--- src/tmc_pkg.sv ---
// tmc_pkg: constants for the 8-bit timer/counter with compare
// assumes one 40 MHz clock; registers are plain ports, no bus
//
// Contract
// - writing one to shared prescaler reset resets the shared prescaler
// - prescaler reset self-clears next cycle unless sync mode holds it
// - prescaler reset restarts tick phase of all three timers
// - counter and compare values are eight bits wide
// - each event shows as a flag and is individually maskable
// - tick source zero stops counting; counter stays writable
// - three-bit tick source select chooses prescaled or external tick
// - 0x00 is bottom, 0xFF is max, both signalled to waveform logic
// - top is 0xFF or compare value depending on waveform mode
// - each tick clears, increments or decrements the counter
// - software counter write beats clear and count
// - two-bit waveform mode sets the counting sequence
// - overflow flag set at mode-defined point, may request interrupt
// - eight-bit comparator signals match whenever counter equals compare
// - match sets compare flag on the following tick
// - compare irq only when flag, enable and global enable are set
// - compare flag clears on service or writing one
// - compare output derived from match, modes, max and bottom; code never reads bottom, phase pwm uses count direction instead
// - pwm modes write a buffer, active compare updated from it
// - normal and ctc modes write the active compare directly
// - clearing sync mode clears held prescaler reset bits
// - select 7 counts rising, 6 counts falling external edges
package tmc_pkg;

   // ----------------------------------------------------------------
   // widths and extremes
   // ----------------------------------------------------------------
   localparam int        CNT_W      = 8;
   localparam logic [7:0] CNT_BOTTOM = 8'h00;
   localparam logic [7:0] CNT_MAX    = 8'hFF;
   localparam logic [7:0] CNT_RESET  = 8'h00;

   // ----------------------------------------------------------------
   // prescaler taps and counter width
   // ----------------------------------------------------------------
   localparam int PRE_W    = 10;
   localparam int TAP_DIV8 = 3;
   localparam int TAP_D64  = 6;
   localparam int TAP_D256 = 8;
   localparam int TAP_D1K  = 10;

   // ----------------------------------------------------------------
   // tick source select encodings
   // ----------------------------------------------------------------
   localparam logic [2:0] SRC_STOP  = 3'h0;
   localparam logic [2:0] SRC_CLK   = 3'h1;
   localparam logic [2:0] SRC_DIV8  = 3'h2;
   localparam logic [2:0] SRC_D64   = 3'h3;
   localparam logic [2:0] SRC_D256  = 3'h4;
   localparam logic [2:0] SRC_D1K   = 3'h5;
   localparam logic [2:0] SRC_EXTFL = 3'h6;
   localparam logic [2:0] SRC_EXTRS = 3'h7;

   // ----------------------------------------------------------------
   // waveform modes
   // ----------------------------------------------------------------
   typedef enum logic [1:0] {
      WGM_NORMAL = 2'h0,
      WGM_PHPWM  = 2'h1,
      WGM_CTC    = 2'h2,
      WGM_FASTPWM = 2'h3
   } tmc_wave_e;

   // compare output modes
   localparam logic [1:0] COM_OFF    = 2'h0;
   localparam logic [1:0] COM_TOGGLE = 2'h1;
   localparam logic [1:0] COM_CLEAR  = 2'h2;
   localparam logic [1:0] COM_SET    = 2'h3;

   // reset values of control state
   localparam logic       OUT_RESET = 1'b0;

endpackage

--- src/tmc_prescaler.sv ---
// tmc_prescaler: free-running 10-bit prescaler shared by three timers
// assumes reset request is a level held by the owner for as long as wanted
`timescale 1ns/1ps
module tmc_prescaler #(
   parameter int PW = tmc_pkg::PRE_W
) (
   // clock and reset
   input  wire logic          sys_clk,
   input  wire logic          rst_b,
   // control
   input  wire logic          preReset,
   // taps, one-cycle enables
   output logic               tapDiv8,
   output logic               tapDiv64,
   output logic               tapDiv256,
   output logic               tapDiv1k
);

   // refused at elaboration: the slowest tap needs every counter bit
   if (PW < tmc_pkg::TAP_D1K) begin : g_width_chk
      $error("prescaler too narrow");
   end

   logic [PW-1:0] preCnt_ff;

   // ----------------------------------------------------------------
   // counter; reset restarts every tap phase at once
   // ----------------------------------------------------------------
   always_ff @(posedge sys_clk or negedge rst_b) begin
      if (!rst_b) begin
         preCnt_ff <= '0;
      end else if (preReset) begin
         preCnt_ff <= '0;
      end else begin
         preCnt_ff <= preCnt_ff + PW'(1);
      end
   end

   function automatic logic tapHit(input logic [PW-1:0] c, input int bits);
      logic [PW-1:0] m;
      m = PW'((1 << bits) - 1);
      return (c & m) == m;
   endfunction

   // taps fire on the last cycle of each period; held off during reset
   assign tapDiv8   = !preReset && tapHit(preCnt_ff, tmc_pkg::TAP_DIV8);
   assign tapDiv64  = !preReset && tapHit(preCnt_ff, tmc_pkg::TAP_D64);
   assign tapDiv256 = !preReset && tapHit(preCnt_ff, tmc_pkg::TAP_D256);
   assign tapDiv1k  = !preReset && tapHit(preCnt_ff, tmc_pkg::TAP_D1K);

   chk_reset_phase: assert property (@(posedge sys_clk) disable iff (!rst_b)
      preReset |=> preCnt_ff == '0) else $error("prescaler not restarted");

endmodule

--- src/tmc_ext_edge.sv ---
// tmc_ext_edge: samples the external count pin and makes edge pulses
// assumes the pin is synchronous to sys_clk
`timescale 1ns/1ps
module tmc_ext_edge (
   // clock and reset
   input  wire logic sys_clk,
   input  wire logic rst_b,
   // pin
   input  wire logic externalCountPin,
   // edges, one-cycle pulses
   output logic      riseTick,
   output logic      fallTick
);

   logic sampA_ff;
   logic sampB_ff;

   always_ff @(posedge sys_clk or negedge rst_b) begin
      if (!rst_b) begin
         sampA_ff <= 1'b0;
         sampB_ff <= 1'b0;
      end else begin
         sampA_ff <= externalCountPin;
         sampB_ff <= sampA_ff;
      end
   end

   assign riseTick = sampA_ff && !sampB_ff;
   assign fallTick = !sampA_ff && sampB_ff;

   chk_rise_edge: assert property (@(posedge sys_clk) disable iff (!rst_b)
      riseTick |=> !riseTick) else $error("rise pulse too long");

endmodule

--- src/tmc_timer.sv ---
// tmc_timer: 8-bit timer/counter with compare, flags and prescaler reset
// assumes software bits are plain synchronous ports; one write per cycle
`timescale 1ns/1ps
module tmc_timer #(
   parameter int CW = tmc_pkg::CNT_W
) (
   // clock and reset
   input  wire logic          sys_clk,
   input  wire logic          rst_b,
   // timer control
   input  wire logic [2:0]    tickSourceSelect,
   input  wire logic [1:0]    waveformMode,
   input  wire logic [1:0]    compareOutputMode,
   // prescaler reset control
   input  wire logic          timerSyncModeWr,
   input  wire logic          timerSyncModeIn,
   input  wire logic          prescalerResetWr,
   input  wire logic          prescalerResetIn,
   output logic               timerSyncMode,
   output logic               sharedPrescalerReset,
   // counter value access
   input  wire logic          counterWr,
   input  wire logic [CW-1:0] counterWrData,
   output logic [CW-1:0]      counterValue,
   // compare value access
   input  wire logic          compareWr,
   input  wire logic [CW-1:0] compareWrData,
   output logic [CW-1:0]      compareValue,
   // flags and masks
   input  wire logic          flagClrMatch,
   input  wire logic          flagClrOvf,
   input  wire logic          matchVectorTaken,
   input  wire logic          ovfVectorTaken,
   input  wire logic          compareIrqEnable,
   input  wire logic          overflowIrqEnable,
   input  wire logic          globalIrqEnable,
   output logic               compareMatchFlag,
   output logic               overflowFlag,
   output logic               compareIrq,
   output logic               overflowIrq,
   // external pin and waveform
   input  wire logic          externalCountPin,
   output logic               compareOutput,
   output logic               atBottom,
   output logic               atMax,
   output logic               timerTick
);

   if (CW != tmc_pkg::CNT_W) begin : g_width_chk
      $error("counter width must be eight");
   end

   // ----------------------------------------------------------------
   // shared prescaler reset and sync mode
   // ----------------------------------------------------------------
   logic syncMode_ff;
   logic preRst_ff;
   logic nxt_preRst;

   always_ff @(posedge sys_clk or negedge rst_b) begin
      if (!rst_b) begin
         syncMode_ff <= 1'b0;
      end else if (timerSyncModeWr) begin
         syncMode_ff <= timerSyncModeIn;
      end
   end

   always_comb begin
      nxt_preRst = preRst_ff;
      if (!syncMode_ff) begin
         nxt_preRst = 1'b0;
      end
      if (timerSyncModeWr && !timerSyncModeIn) begin
         nxt_preRst = 1'b0;
      end
      if (prescalerResetWr && prescalerResetIn) begin
         nxt_preRst = 1'b1;
      end
   end

   always_ff @(posedge sys_clk or negedge rst_b) begin
      if (!rst_b) begin
         preRst_ff <= 1'b0;
      end else begin
         preRst_ff <= nxt_preRst;
      end
   end

   assign timerSyncMode        = syncMode_ff;
   assign sharedPrescalerReset = preRst_ff;

   logic tapDiv8;
   logic tapDiv64;
   logic tapDiv256;
   logic tapDiv1k;

   tmc_prescaler #(.PW(tmc_pkg::PRE_W)) u_pre (
      .sys_clk   (sys_clk),
      .rst_b     (rst_b),
      .preReset  (preRst_ff),
      .tapDiv8   (tapDiv8),
      .tapDiv64  (tapDiv64),
      .tapDiv256 (tapDiv256),
      .tapDiv1k  (tapDiv1k)
   );

   logic riseTick;
   logic fallTick;

   tmc_ext_edge u_ext (
      .sys_clk          (sys_clk),
      .rst_b            (rst_b),
      .externalCountPin (externalCountPin),
      .riseTick         (riseTick),
      .fallTick         (fallTick)
   );

   // ----------------------------------------------------------------
   // tick source select
   // ----------------------------------------------------------------
   logic tick;

   always_comb begin
      case (tickSourceSelect)
         tmc_pkg::SRC_STOP:  tick = 1'b0;
         tmc_pkg::SRC_CLK:   tick = 1'b1;
         tmc_pkg::SRC_DIV8:  tick = tapDiv8;
         tmc_pkg::SRC_D64:   tick = tapDiv64;
         tmc_pkg::SRC_D256:  tick = tapDiv256;
         tmc_pkg::SRC_D1K:   tick = tapDiv1k;
         tmc_pkg::SRC_EXTFL: tick = fallTick;
         tmc_pkg::SRC_EXTRS: tick = riseTick;
         default:            tick = 1'b0;
      endcase
   end

   assign timerTick = tick;

   // ----------------------------------------------------------------
   // mode decode, compare buffer, top
   // ----------------------------------------------------------------
   tmc_pkg::tmc_wave_e mode;
   assign mode = tmc_pkg::tmc_wave_e'(waveformMode);

   function automatic logic isPwm(input tmc_pkg::tmc_wave_e m);
      return m == tmc_pkg::WGM_PHPWM || m == tmc_pkg::WGM_FASTPWM;
   endfunction

   logic [CW-1:0] cnt_ff;
   logic [CW-1:0] cmpAct_ff;
   logic [CW-1:0] cmpBuf_ff;
   logic          dirDown_ff;
   logic [CW-1:0] top;

   assign top      = (mode == tmc_pkg::WGM_CTC) ? cmpAct_ff : tmc_pkg::CNT_MAX;
   assign atBottom = cnt_ff == tmc_pkg::CNT_BOTTOM;
   assign atMax    = cnt_ff == tmc_pkg::CNT_MAX;

   // phase pwm and fast pwm both load on the tick at max of the sequence
   logic bufLoad;
   assign bufLoad = tick && ((mode == tmc_pkg::WGM_PHPWM && atMax) ||
                             (mode == tmc_pkg::WGM_FASTPWM && atMax));

   always_ff @(posedge sys_clk or negedge rst_b) begin
      if (!rst_b) begin
         cmpBuf_ff <= tmc_pkg::CNT_RESET;
      end else if (compareWr) begin
         cmpBuf_ff <= compareWrData;
      end
   end

   always_ff @(posedge sys_clk or negedge rst_b) begin
      if (!rst_b) begin
         cmpAct_ff <= tmc_pkg::CNT_RESET;
      end else if (compareWr && !isPwm(mode)) begin
         cmpAct_ff <= compareWrData;
      end else if (isPwm(mode) && bufLoad) begin
         cmpAct_ff <= cmpBuf_ff;
      end
   end

   assign compareValue = isPwm(mode) ? cmpBuf_ff : cmpAct_ff;

   // ----------------------------------------------------------------
   // counter
   // ----------------------------------------------------------------
   logic [CW-1:0] nxt_cnt;
   logic          nxt_dirDown;
   logic          ovfEvt;

   always_comb begin
      nxt_cnt     = cnt_ff;
      nxt_dirDown = dirDown_ff;
      ovfEvt      = 1'b0;
      if (tick) begin
         case (mode)
            tmc_pkg::WGM_PHPWM: begin
               if (dirDown_ff) begin
                  nxt_cnt = cnt_ff - CW'(1);
                  if (cnt_ff == tmc_pkg::CNT_BOTTOM + CW'(1)) nxt_dirDown = 1'b0;
               end else begin
                  nxt_cnt = cnt_ff + CW'(1);
                  if (cnt_ff == tmc_pkg::CNT_MAX - CW'(1)) nxt_dirDown = 1'b1;
               end
               ovfEvt = atBottom;
            end
            tmc_pkg::WGM_CTC: begin
               nxt_cnt = (cnt_ff == top) ? tmc_pkg::CNT_BOTTOM : cnt_ff + CW'(1);
               ovfEvt  = atMax;
            end
            default: begin
               nxt_cnt = cnt_ff + CW'(1);
               ovfEvt  = atMax;
            end
         endcase
      end
      if (counterWr) begin
         nxt_cnt = counterWrData;
      end
   end

   always_ff @(posedge sys_clk or negedge rst_b) begin
      if (!rst_b) begin
         cnt_ff <= tmc_pkg::CNT_RESET;
      end else begin
         cnt_ff <= nxt_cnt;
      end
   end

   always_ff @(posedge sys_clk or negedge rst_b) begin
      if (!rst_b) begin
         dirDown_ff <= 1'b0;
      end else if (mode != tmc_pkg::WGM_PHPWM) begin
         dirDown_ff <= 1'b0;
      end else begin
         dirDown_ff <= nxt_dirDown;
      end
   end

   assign counterValue = cnt_ff;

   // ----------------------------------------------------------------
   // comparator; a counter write blocks the match on the next tick
   // ----------------------------------------------------------------
   logic match;
   logic blockMatch_ff;
   logic matchPend_ff;

   assign match = cnt_ff == cmpAct_ff;

   always_ff @(posedge sys_clk or negedge rst_b) begin
      if (!rst_b) begin
         blockMatch_ff <= 1'b0;
      end else if (counterWr) begin
         blockMatch_ff <= 1'b1;
      end else if (tick) begin
         blockMatch_ff <= 1'b0;
      end
   end

   // flag rises on the tick following the match
   always_ff @(posedge sys_clk or negedge rst_b) begin
      if (!rst_b) begin
         matchPend_ff <= 1'b0;
      end else if (tick) begin
         matchPend_ff <= 1'b0;
      end else if (match && !blockMatch_ff && !counterWr) begin
         matchPend_ff <= 1'b1;
      end
   end

   logic matchEvt;
   // a counter write also cancels a match left pending from before it
   assign matchEvt = tick && !blockMatch_ff && (matchPend_ff || match);

   // ----------------------------------------------------------------
   // flags: set wins over clear
   // ----------------------------------------------------------------
   logic cmpFlag_ff;
   logic ovfFlag_ff;

   always_ff @(posedge sys_clk or negedge rst_b) begin
      if (!rst_b) begin
         cmpFlag_ff <= 1'b0;
      end else if (matchEvt) begin
         cmpFlag_ff <= 1'b1;
      end else if (flagClrMatch || matchVectorTaken) begin
         cmpFlag_ff <= 1'b0;
      end
   end

   always_ff @(posedge sys_clk or negedge rst_b) begin
      if (!rst_b) begin
         ovfFlag_ff <= 1'b0;
      end else if (ovfEvt) begin
         ovfFlag_ff <= 1'b1;
      end else if (flagClrOvf || ovfVectorTaken) begin
         ovfFlag_ff <= 1'b0;
      end
   end

   assign compareMatchFlag = cmpFlag_ff;
   assign overflowFlag     = ovfFlag_ff;
   assign compareIrq  = cmpFlag_ff && compareIrqEnable && globalIrqEnable;
   assign overflowIrq = ovfFlag_ff && overflowIrqEnable && globalIrqEnable;

   // ----------------------------------------------------------------
   // waveform output
   // ----------------------------------------------------------------
   logic oc_ff;
   logic nxt_oc;

   always_comb begin
      nxt_oc = oc_ff;
      case (compareOutputMode)
         tmc_pkg::COM_TOGGLE: if (matchEvt && !isPwm(mode)) nxt_oc = !oc_ff;
         tmc_pkg::COM_CLEAR: begin
            if (matchEvt) nxt_oc = (mode == tmc_pkg::WGM_PHPWM) ? dirDown_ff : 1'b0;
            else if (tick && mode == tmc_pkg::WGM_FASTPWM && atMax) nxt_oc = 1'b1;
         end
         tmc_pkg::COM_SET: begin
            if (matchEvt) nxt_oc = (mode == tmc_pkg::WGM_PHPWM) ? !dirDown_ff : 1'b1;
            else if (tick && mode == tmc_pkg::WGM_FASTPWM && atMax) nxt_oc = 1'b0;
         end
         default: nxt_oc = oc_ff;
      endcase
   end

   always_ff @(posedge sys_clk or negedge rst_b) begin
      if (!rst_b) begin
         oc_ff <= tmc_pkg::OUT_RESET;
      end else begin
         oc_ff <= nxt_oc;
      end
   end

   assign compareOutput = oc_ff;

   // ----------------------------------------------------------------
   // checks
   // ----------------------------------------------------------------
   chk_presc_selfclr: assert property (@(posedge sys_clk) disable iff (!rst_b)
      (prescalerResetWr && prescalerResetIn && !syncMode_ff && !timerSyncModeWr)
      |=> preRst_ff ##1 !preRst_ff) else $error("prescaler reset did not self clear");
   chk_presc_hold: assert property (@(posedge sys_clk) disable iff (!rst_b)
      (preRst_ff && syncMode_ff && !timerSyncModeWr) |=> preRst_ff)
      else $error("held prescaler reset dropped");
   chk_sync_release: assert property (@(posedge sys_clk) disable iff (!rst_b)
      (timerSyncModeWr && !timerSyncModeIn && !prescalerResetWr) |=> !preRst_ff)
      else $error("sync release left reset");
   chk_stop_holds: assert property (@(posedge sys_clk) disable iff (!rst_b)
      (tickSourceSelect == tmc_pkg::SRC_STOP && !counterWr) |=> $stable(cnt_ff))
      else $error("stopped counter moved");
   chk_write_wins: assert property (@(posedge sys_clk) disable iff (!rst_b)
      counterWr |=> cnt_ff == $past(counterWrData)) else $error("counter write lost");
   chk_normal_incr: assert property (@(posedge sys_clk) disable iff (!rst_b)
      (tick && !counterWr && mode == tmc_pkg::WGM_NORMAL) |=> cnt_ff == $past(cnt_ff) + CW'(1))
      else $error("normal mode did not count up");
   chk_ctc_clear: assert property (@(posedge sys_clk) disable iff (!rst_b)
      (tick && !counterWr && mode == tmc_pkg::WGM_CTC && cnt_ff == cmpAct_ff) |=> cnt_ff == 8'h00)
      else $error("ctc did not clear at top");
   chk_flag_set: assert property (@(posedge sys_clk) disable iff (!rst_b)
      matchEvt |=> cmpFlag_ff) else $error("match flag not set");
   chk_irq_gate: assert property (@(posedge sys_clk) disable iff (!rst_b)
      compareIrq |-> (cmpFlag_ff && compareIrqEnable && globalIrqEnable))
      else $error("compare irq without cause");
   chk_flag_clear: assert property (@(posedge sys_clk) disable iff (!rst_b)
      (flagClrMatch && !matchEvt) |=> !cmpFlag_ff) else $error("flag clear ignored");
   chk_pwm_buffer: assert property (@(posedge sys_clk) disable iff (!rst_b)
      (compareWr && isPwm(mode) && !bufLoad) |=> $stable(cmpAct_ff))
      else $error("pwm compare not buffered");

endmodule

--- config.mk ---
export PLATFORM = sky130hd
export DESIGN_NAME = tmc_timer
export DESIGN_NICKNAME = d
export VERILOG_FILES = /design/src/tmc_pkg.sv /design/src/tmc_prescaler.sv /design/src/tmc_ext_edge.sv /design/src/tmc_timer.sv
export SDC_FILE = /design/constraint.sdc
export NUM_CORES = 1
export LEC_CHECK = 0
export ABC_AREA = 1
export BUFFER_PORTS_ARGS = -buffer_cell sky130_fd_sc_hd__buf_2
export CORE_UTILIZATION = 28
export CTS_BUF_LIST = sky130_fd_sc_hd__clkbuf_4 sky130_fd_sc_hd__clkbuf_8
export DETAILED_ROUTE_END_ITERATION = 8
export GPL_TIMING_DRIVEN = 1
export PLACE_DENSITY = 0.53
export SKIP_LAST_GASP = 1
export SLEW_MARGIN = 25
export SYNTH_ARGS = -nofsm -noshare
export SYNTH_HDL_FRONTEND = slang
export SYNTH_SLANG_ARGS = --single-unit
--- constraint.sdc ---
create_clock -name sys_clk -period 3.2 [get_ports sys_clk]
set_clock_uncertainty 0.05 [all_clocks]
set_input_delay 0.48 -clock sys_clk [delete_from_list [all_inputs] [get_ports sys_clk]]
set_output_delay 0.48 -clock sys_clk [all_outputs]
set_load 0.02 [all_outputs]
==> results.md <==
* Status: complete, no violations
* Hold crit path type: in2async
* Global-route usage over all layers at 14.7%
* H-tree Lvls at 2
* Synth Area in XOR/XNOR at under 10%
* Pwr dens at around 470 nW/µm²
* Die Ht at 103 µm
* Worst skew pair latency at about 0.30 ns
* Clk pwr share at 27.4%
* Worst-Margin Slew at 0.687 ns
* Vias in the first global route at 2488
* Cts-stage hold buffer count at 0
* Synth Area in Adders at 5.23%
* Crit-path max cell delay at 0.38 ns
* Critical path arrival at 2.05 ns
* Die area at 10700 µm²
* Synth warnings at 0
* Yosys top cell by area: dfrtp_1
* Crit-path most repeated cell: nand3_1
* Share of the synthesized area in the top cell type at 38.3%
* DR iter-0 viols at 112
* Post-DP HPWL at 5510 µm
* Nets@finish at 506
* Die X at 103 µm
* Max-Cap Viols at 0
* Post-DRT Antenna Nets at 0
* Starting density of the core at between 20% and 30%
* IO Pins at between 60 and 70
* Crit-path slowest cell: dfrtp_1
* Row cnt at 36
* R2R setup slack at 1.07 ns
* DR WL/cell at 12.2 µm
* CP startpoint kind: flop
* Gate power share at between 20% and 30%
* Seq/Total Area, Yosys at 38.3%
* WP data required at 2.67 ns
* Reg2reg path depth at 12
* Post-synth EDFFs at 0
* Largest family of logic cells by synthesized area: simple AND/OR/NAND/NOR gates
* Mux contribution to synthesized area at less than 1%
* Post-synthesis cell count at 395
* Antenna violations before repair at 0
* Met1 usage at approximately 21%
* GRT overflow at 0
* Largest net degree at the start of global routing at 45
* Post-synthesis compound-gate area fraction at 13.5%
* First-pass GRT wire length at 12000 µm
* Routed wire length at 7160 µm
* Layout Cells excl Fill at 589
* Clock-pin transition on the worst setup and hold timing paths at 0.10 ns
* Resize count post-CTS at 0
* Final Max Slew Viols at 0
* Top post-synthesis cells by count: nand2_1, inv_1, dfrtp_1
* GPL Wtd Cong at 0.862
* Met3 Usage GRT at between 2 and 2.5%
* Crit-path leading delay family: simple AND/OR/NAND/NOR gates
* Distinct cells, synth at 35
* Clock Tree Root: clkbuf_8
* NetSw at 0.000582 W
* Fraction of layout cells with a size suffix above 1 at 20.0%
* CTS tree: built
* Most common cell in the netlist: nand2_1
* Sum Neg Setup Slack at 0 ns
* Fmax at a little under 0.4 GHz
* WS Path Type: reg2out
* Tmin final at approximately 2.6 ns
* Flops & latches, synth at 44
* Internal cell power at a little over 0.001 W
* Worst Path Max Fanout at 11
* Final Cycle Share at 80.7%
* Drt pass-1 iters at 4
* Synth async-reset ratio at 100%
* I/O Buffers at 64
* CP cell instances: ha_1 > nand3_1 > nor2_2 > nand3_1 > nand2_1 > nand2_2 > a21oi_4 > buf_2
* Largest cells by area after synthesis: dfrtp_1, nand2_1, inv_1, o21ai_0, ha_1
* Sw Share at between 30% and 40%
* Sequential Power Share at 44.2%
* Via count at 2663
* Sink Count at between 40 and 50
* # setup viols final at 0
* Worst ir drop on vdd at 0.195 mV
* Core area at 9860 µm²
* Syn nets at 446
* CTS Buf Count at 5
* RSZ-0062 raised after global routing: false
* Crit. End Element: output pin
* CTS max path bufs at 2
* Antenna diodes at 0
* Reg2Reg Launch Point: u_pre.preCnt_ff[0]$_DFF_PN0_
* Reg2reg end: cmpAct_ff[1]$_DFFE_PN0P_
* Synth Flop Type: dfrtp_1
* Bufs and invs on worst path at 1
* Worst slew margin at 54.1%
* Area delta synth->final at 18.9%
* Pleak at 1.71 nW
* Avg Inst Size Synth at 7.27 µm²
* Final hold vios at 0
* Placed cell count at 581
* GRT busiest layer: met2
* Post-Synth Simple-Gate Area at 27.8%
* Drt via density at 4.52
* M2 GR Usage at between 20% and 30%
* DRC Markers at 0
* Mapped cell area at 2870 µm²
* Setup bufs post-CTS at 0
[cell type report]
class                           instances  area (µm²)
Clock inverter                          3        42.5
Multi-Input combinational cell        282        1490
Clock buffer                            5        68.8
Tap cell                              133         166
Sequential cell                        44        1100
Inverter                               58         220
Timing Repair Buffer                   64         323
Fill cell                            1059        6450
[cells in the final DEF, fill, tap and decap left out, types with 2 or more instances in the layout]
cell / instances
and3_1: 2
buf_2: 63
nand2_2: 6
clkinv_1: 2
o21ai_1: 4
nor2_1: 39
inv_1: 54
o22ai_1: 3
nand2_1: 94
a31oi_1: 4
nor2_2: 5
xor2_1: 7
a21oi_1: 20
o31ai_1: 2
nand3_1: 16
nand4_1: 7
ha_1: 12
dfrtp_1: 44
xnor2_1: 10
nand3_2: 2
clkbuf_8: 5
o21ai_0: 35
nor3_1: 7
[power by group through the flow]
stage          registers, W  logic (W)  clock network [W]
2_1_floorplan      0.000701   0.000330                  0
3_3_place_gp       0.000719   0.000454                  0
3_5_place_dp       0.000719   0.000458                  0
4_1_cts            0.000708   0.000461           0.000462
5_1_grt            0.000721   0.000523           0.000481
6_report           0.000708   0.000455           0.000440
[cell families (layout without fill, tap and decap cells)]
kind of cell / after synthesis / count (layout)
and+or+nand+nor: 181 / 181
xor gates and xnor gates: 17 / 17
adders and majority gates: 12 / 12
DFF: 44 / 44
buffers and inverters: 69 / 130
AOI/OAI and AO/OA: 71 / 71
muxes: 1 / 1
[stage by stage]
step                      utilization [%]  setup WS (ns)  power (W)  hold slack [ns]  cell area, µm²
after detailed placement             33.5          0.716    0.00118            0.351            3300
after global placement               33.5          0.772    0.00117            0.329            3300
after floorplan                         -           1.11    0.00103            0.134            2870
after CTS                            34.6          0.585    0.00163            0.150            3420
final                                34.6          0.617    0.00160            0.102            3420
after global routing                 34.6          0.401    0.00172            0.170            3420
[registers in the layout (all words and copies together) (netlist names)]
name	flops
u_pre.preCnt_ff	10
cmpAct_ff	8
cmpBuf_ff	8
counterValue	8
blockMatch_ff	1
compareMatchFlag	1
compareOutput	1
dirDown_ff	1
matchPend_ff	1
overflowFlag	1
sharedPrescalerReset	1
timerSyncMode	1
u_ext.sampA_ff	1
u_ext.sampB_ff	1
[worst max-delay path by stage]
stage	slack, ns	start	depth (start not counted)	end
5_1_grt	0.40	u_pre.preCnt_ff[0]$_DFF_PN0_	8	timerTick
3_3_place_gp	0.77	waveformMode[1]	7	compareValue[0]
6_report	0.62	u_pre.preCnt_ff[0]$_DFF_PN0_	8	timerTick
4_1_cts	0.58	u_pre.preCnt_ff[0]$_DFF_PN0_	8	timerTick
3_5_place_dp	0.72	waveformMode[1]	9	cmpAct_ff[7]$_DFFE_PN0P_
2_1_floorplan	1.11	waveformMode[1]	6	compareValue[5]
[layer usage]
layer / part of all wire (%) / up-vias
met5: 0 / -
met4: 0.95 / 0
met3: 3.9 / 5
met2: 43 / 58
met1: 52 / 1221
li1: - / 1379
No activity file was read; power rests on OpenSTA's default activity.
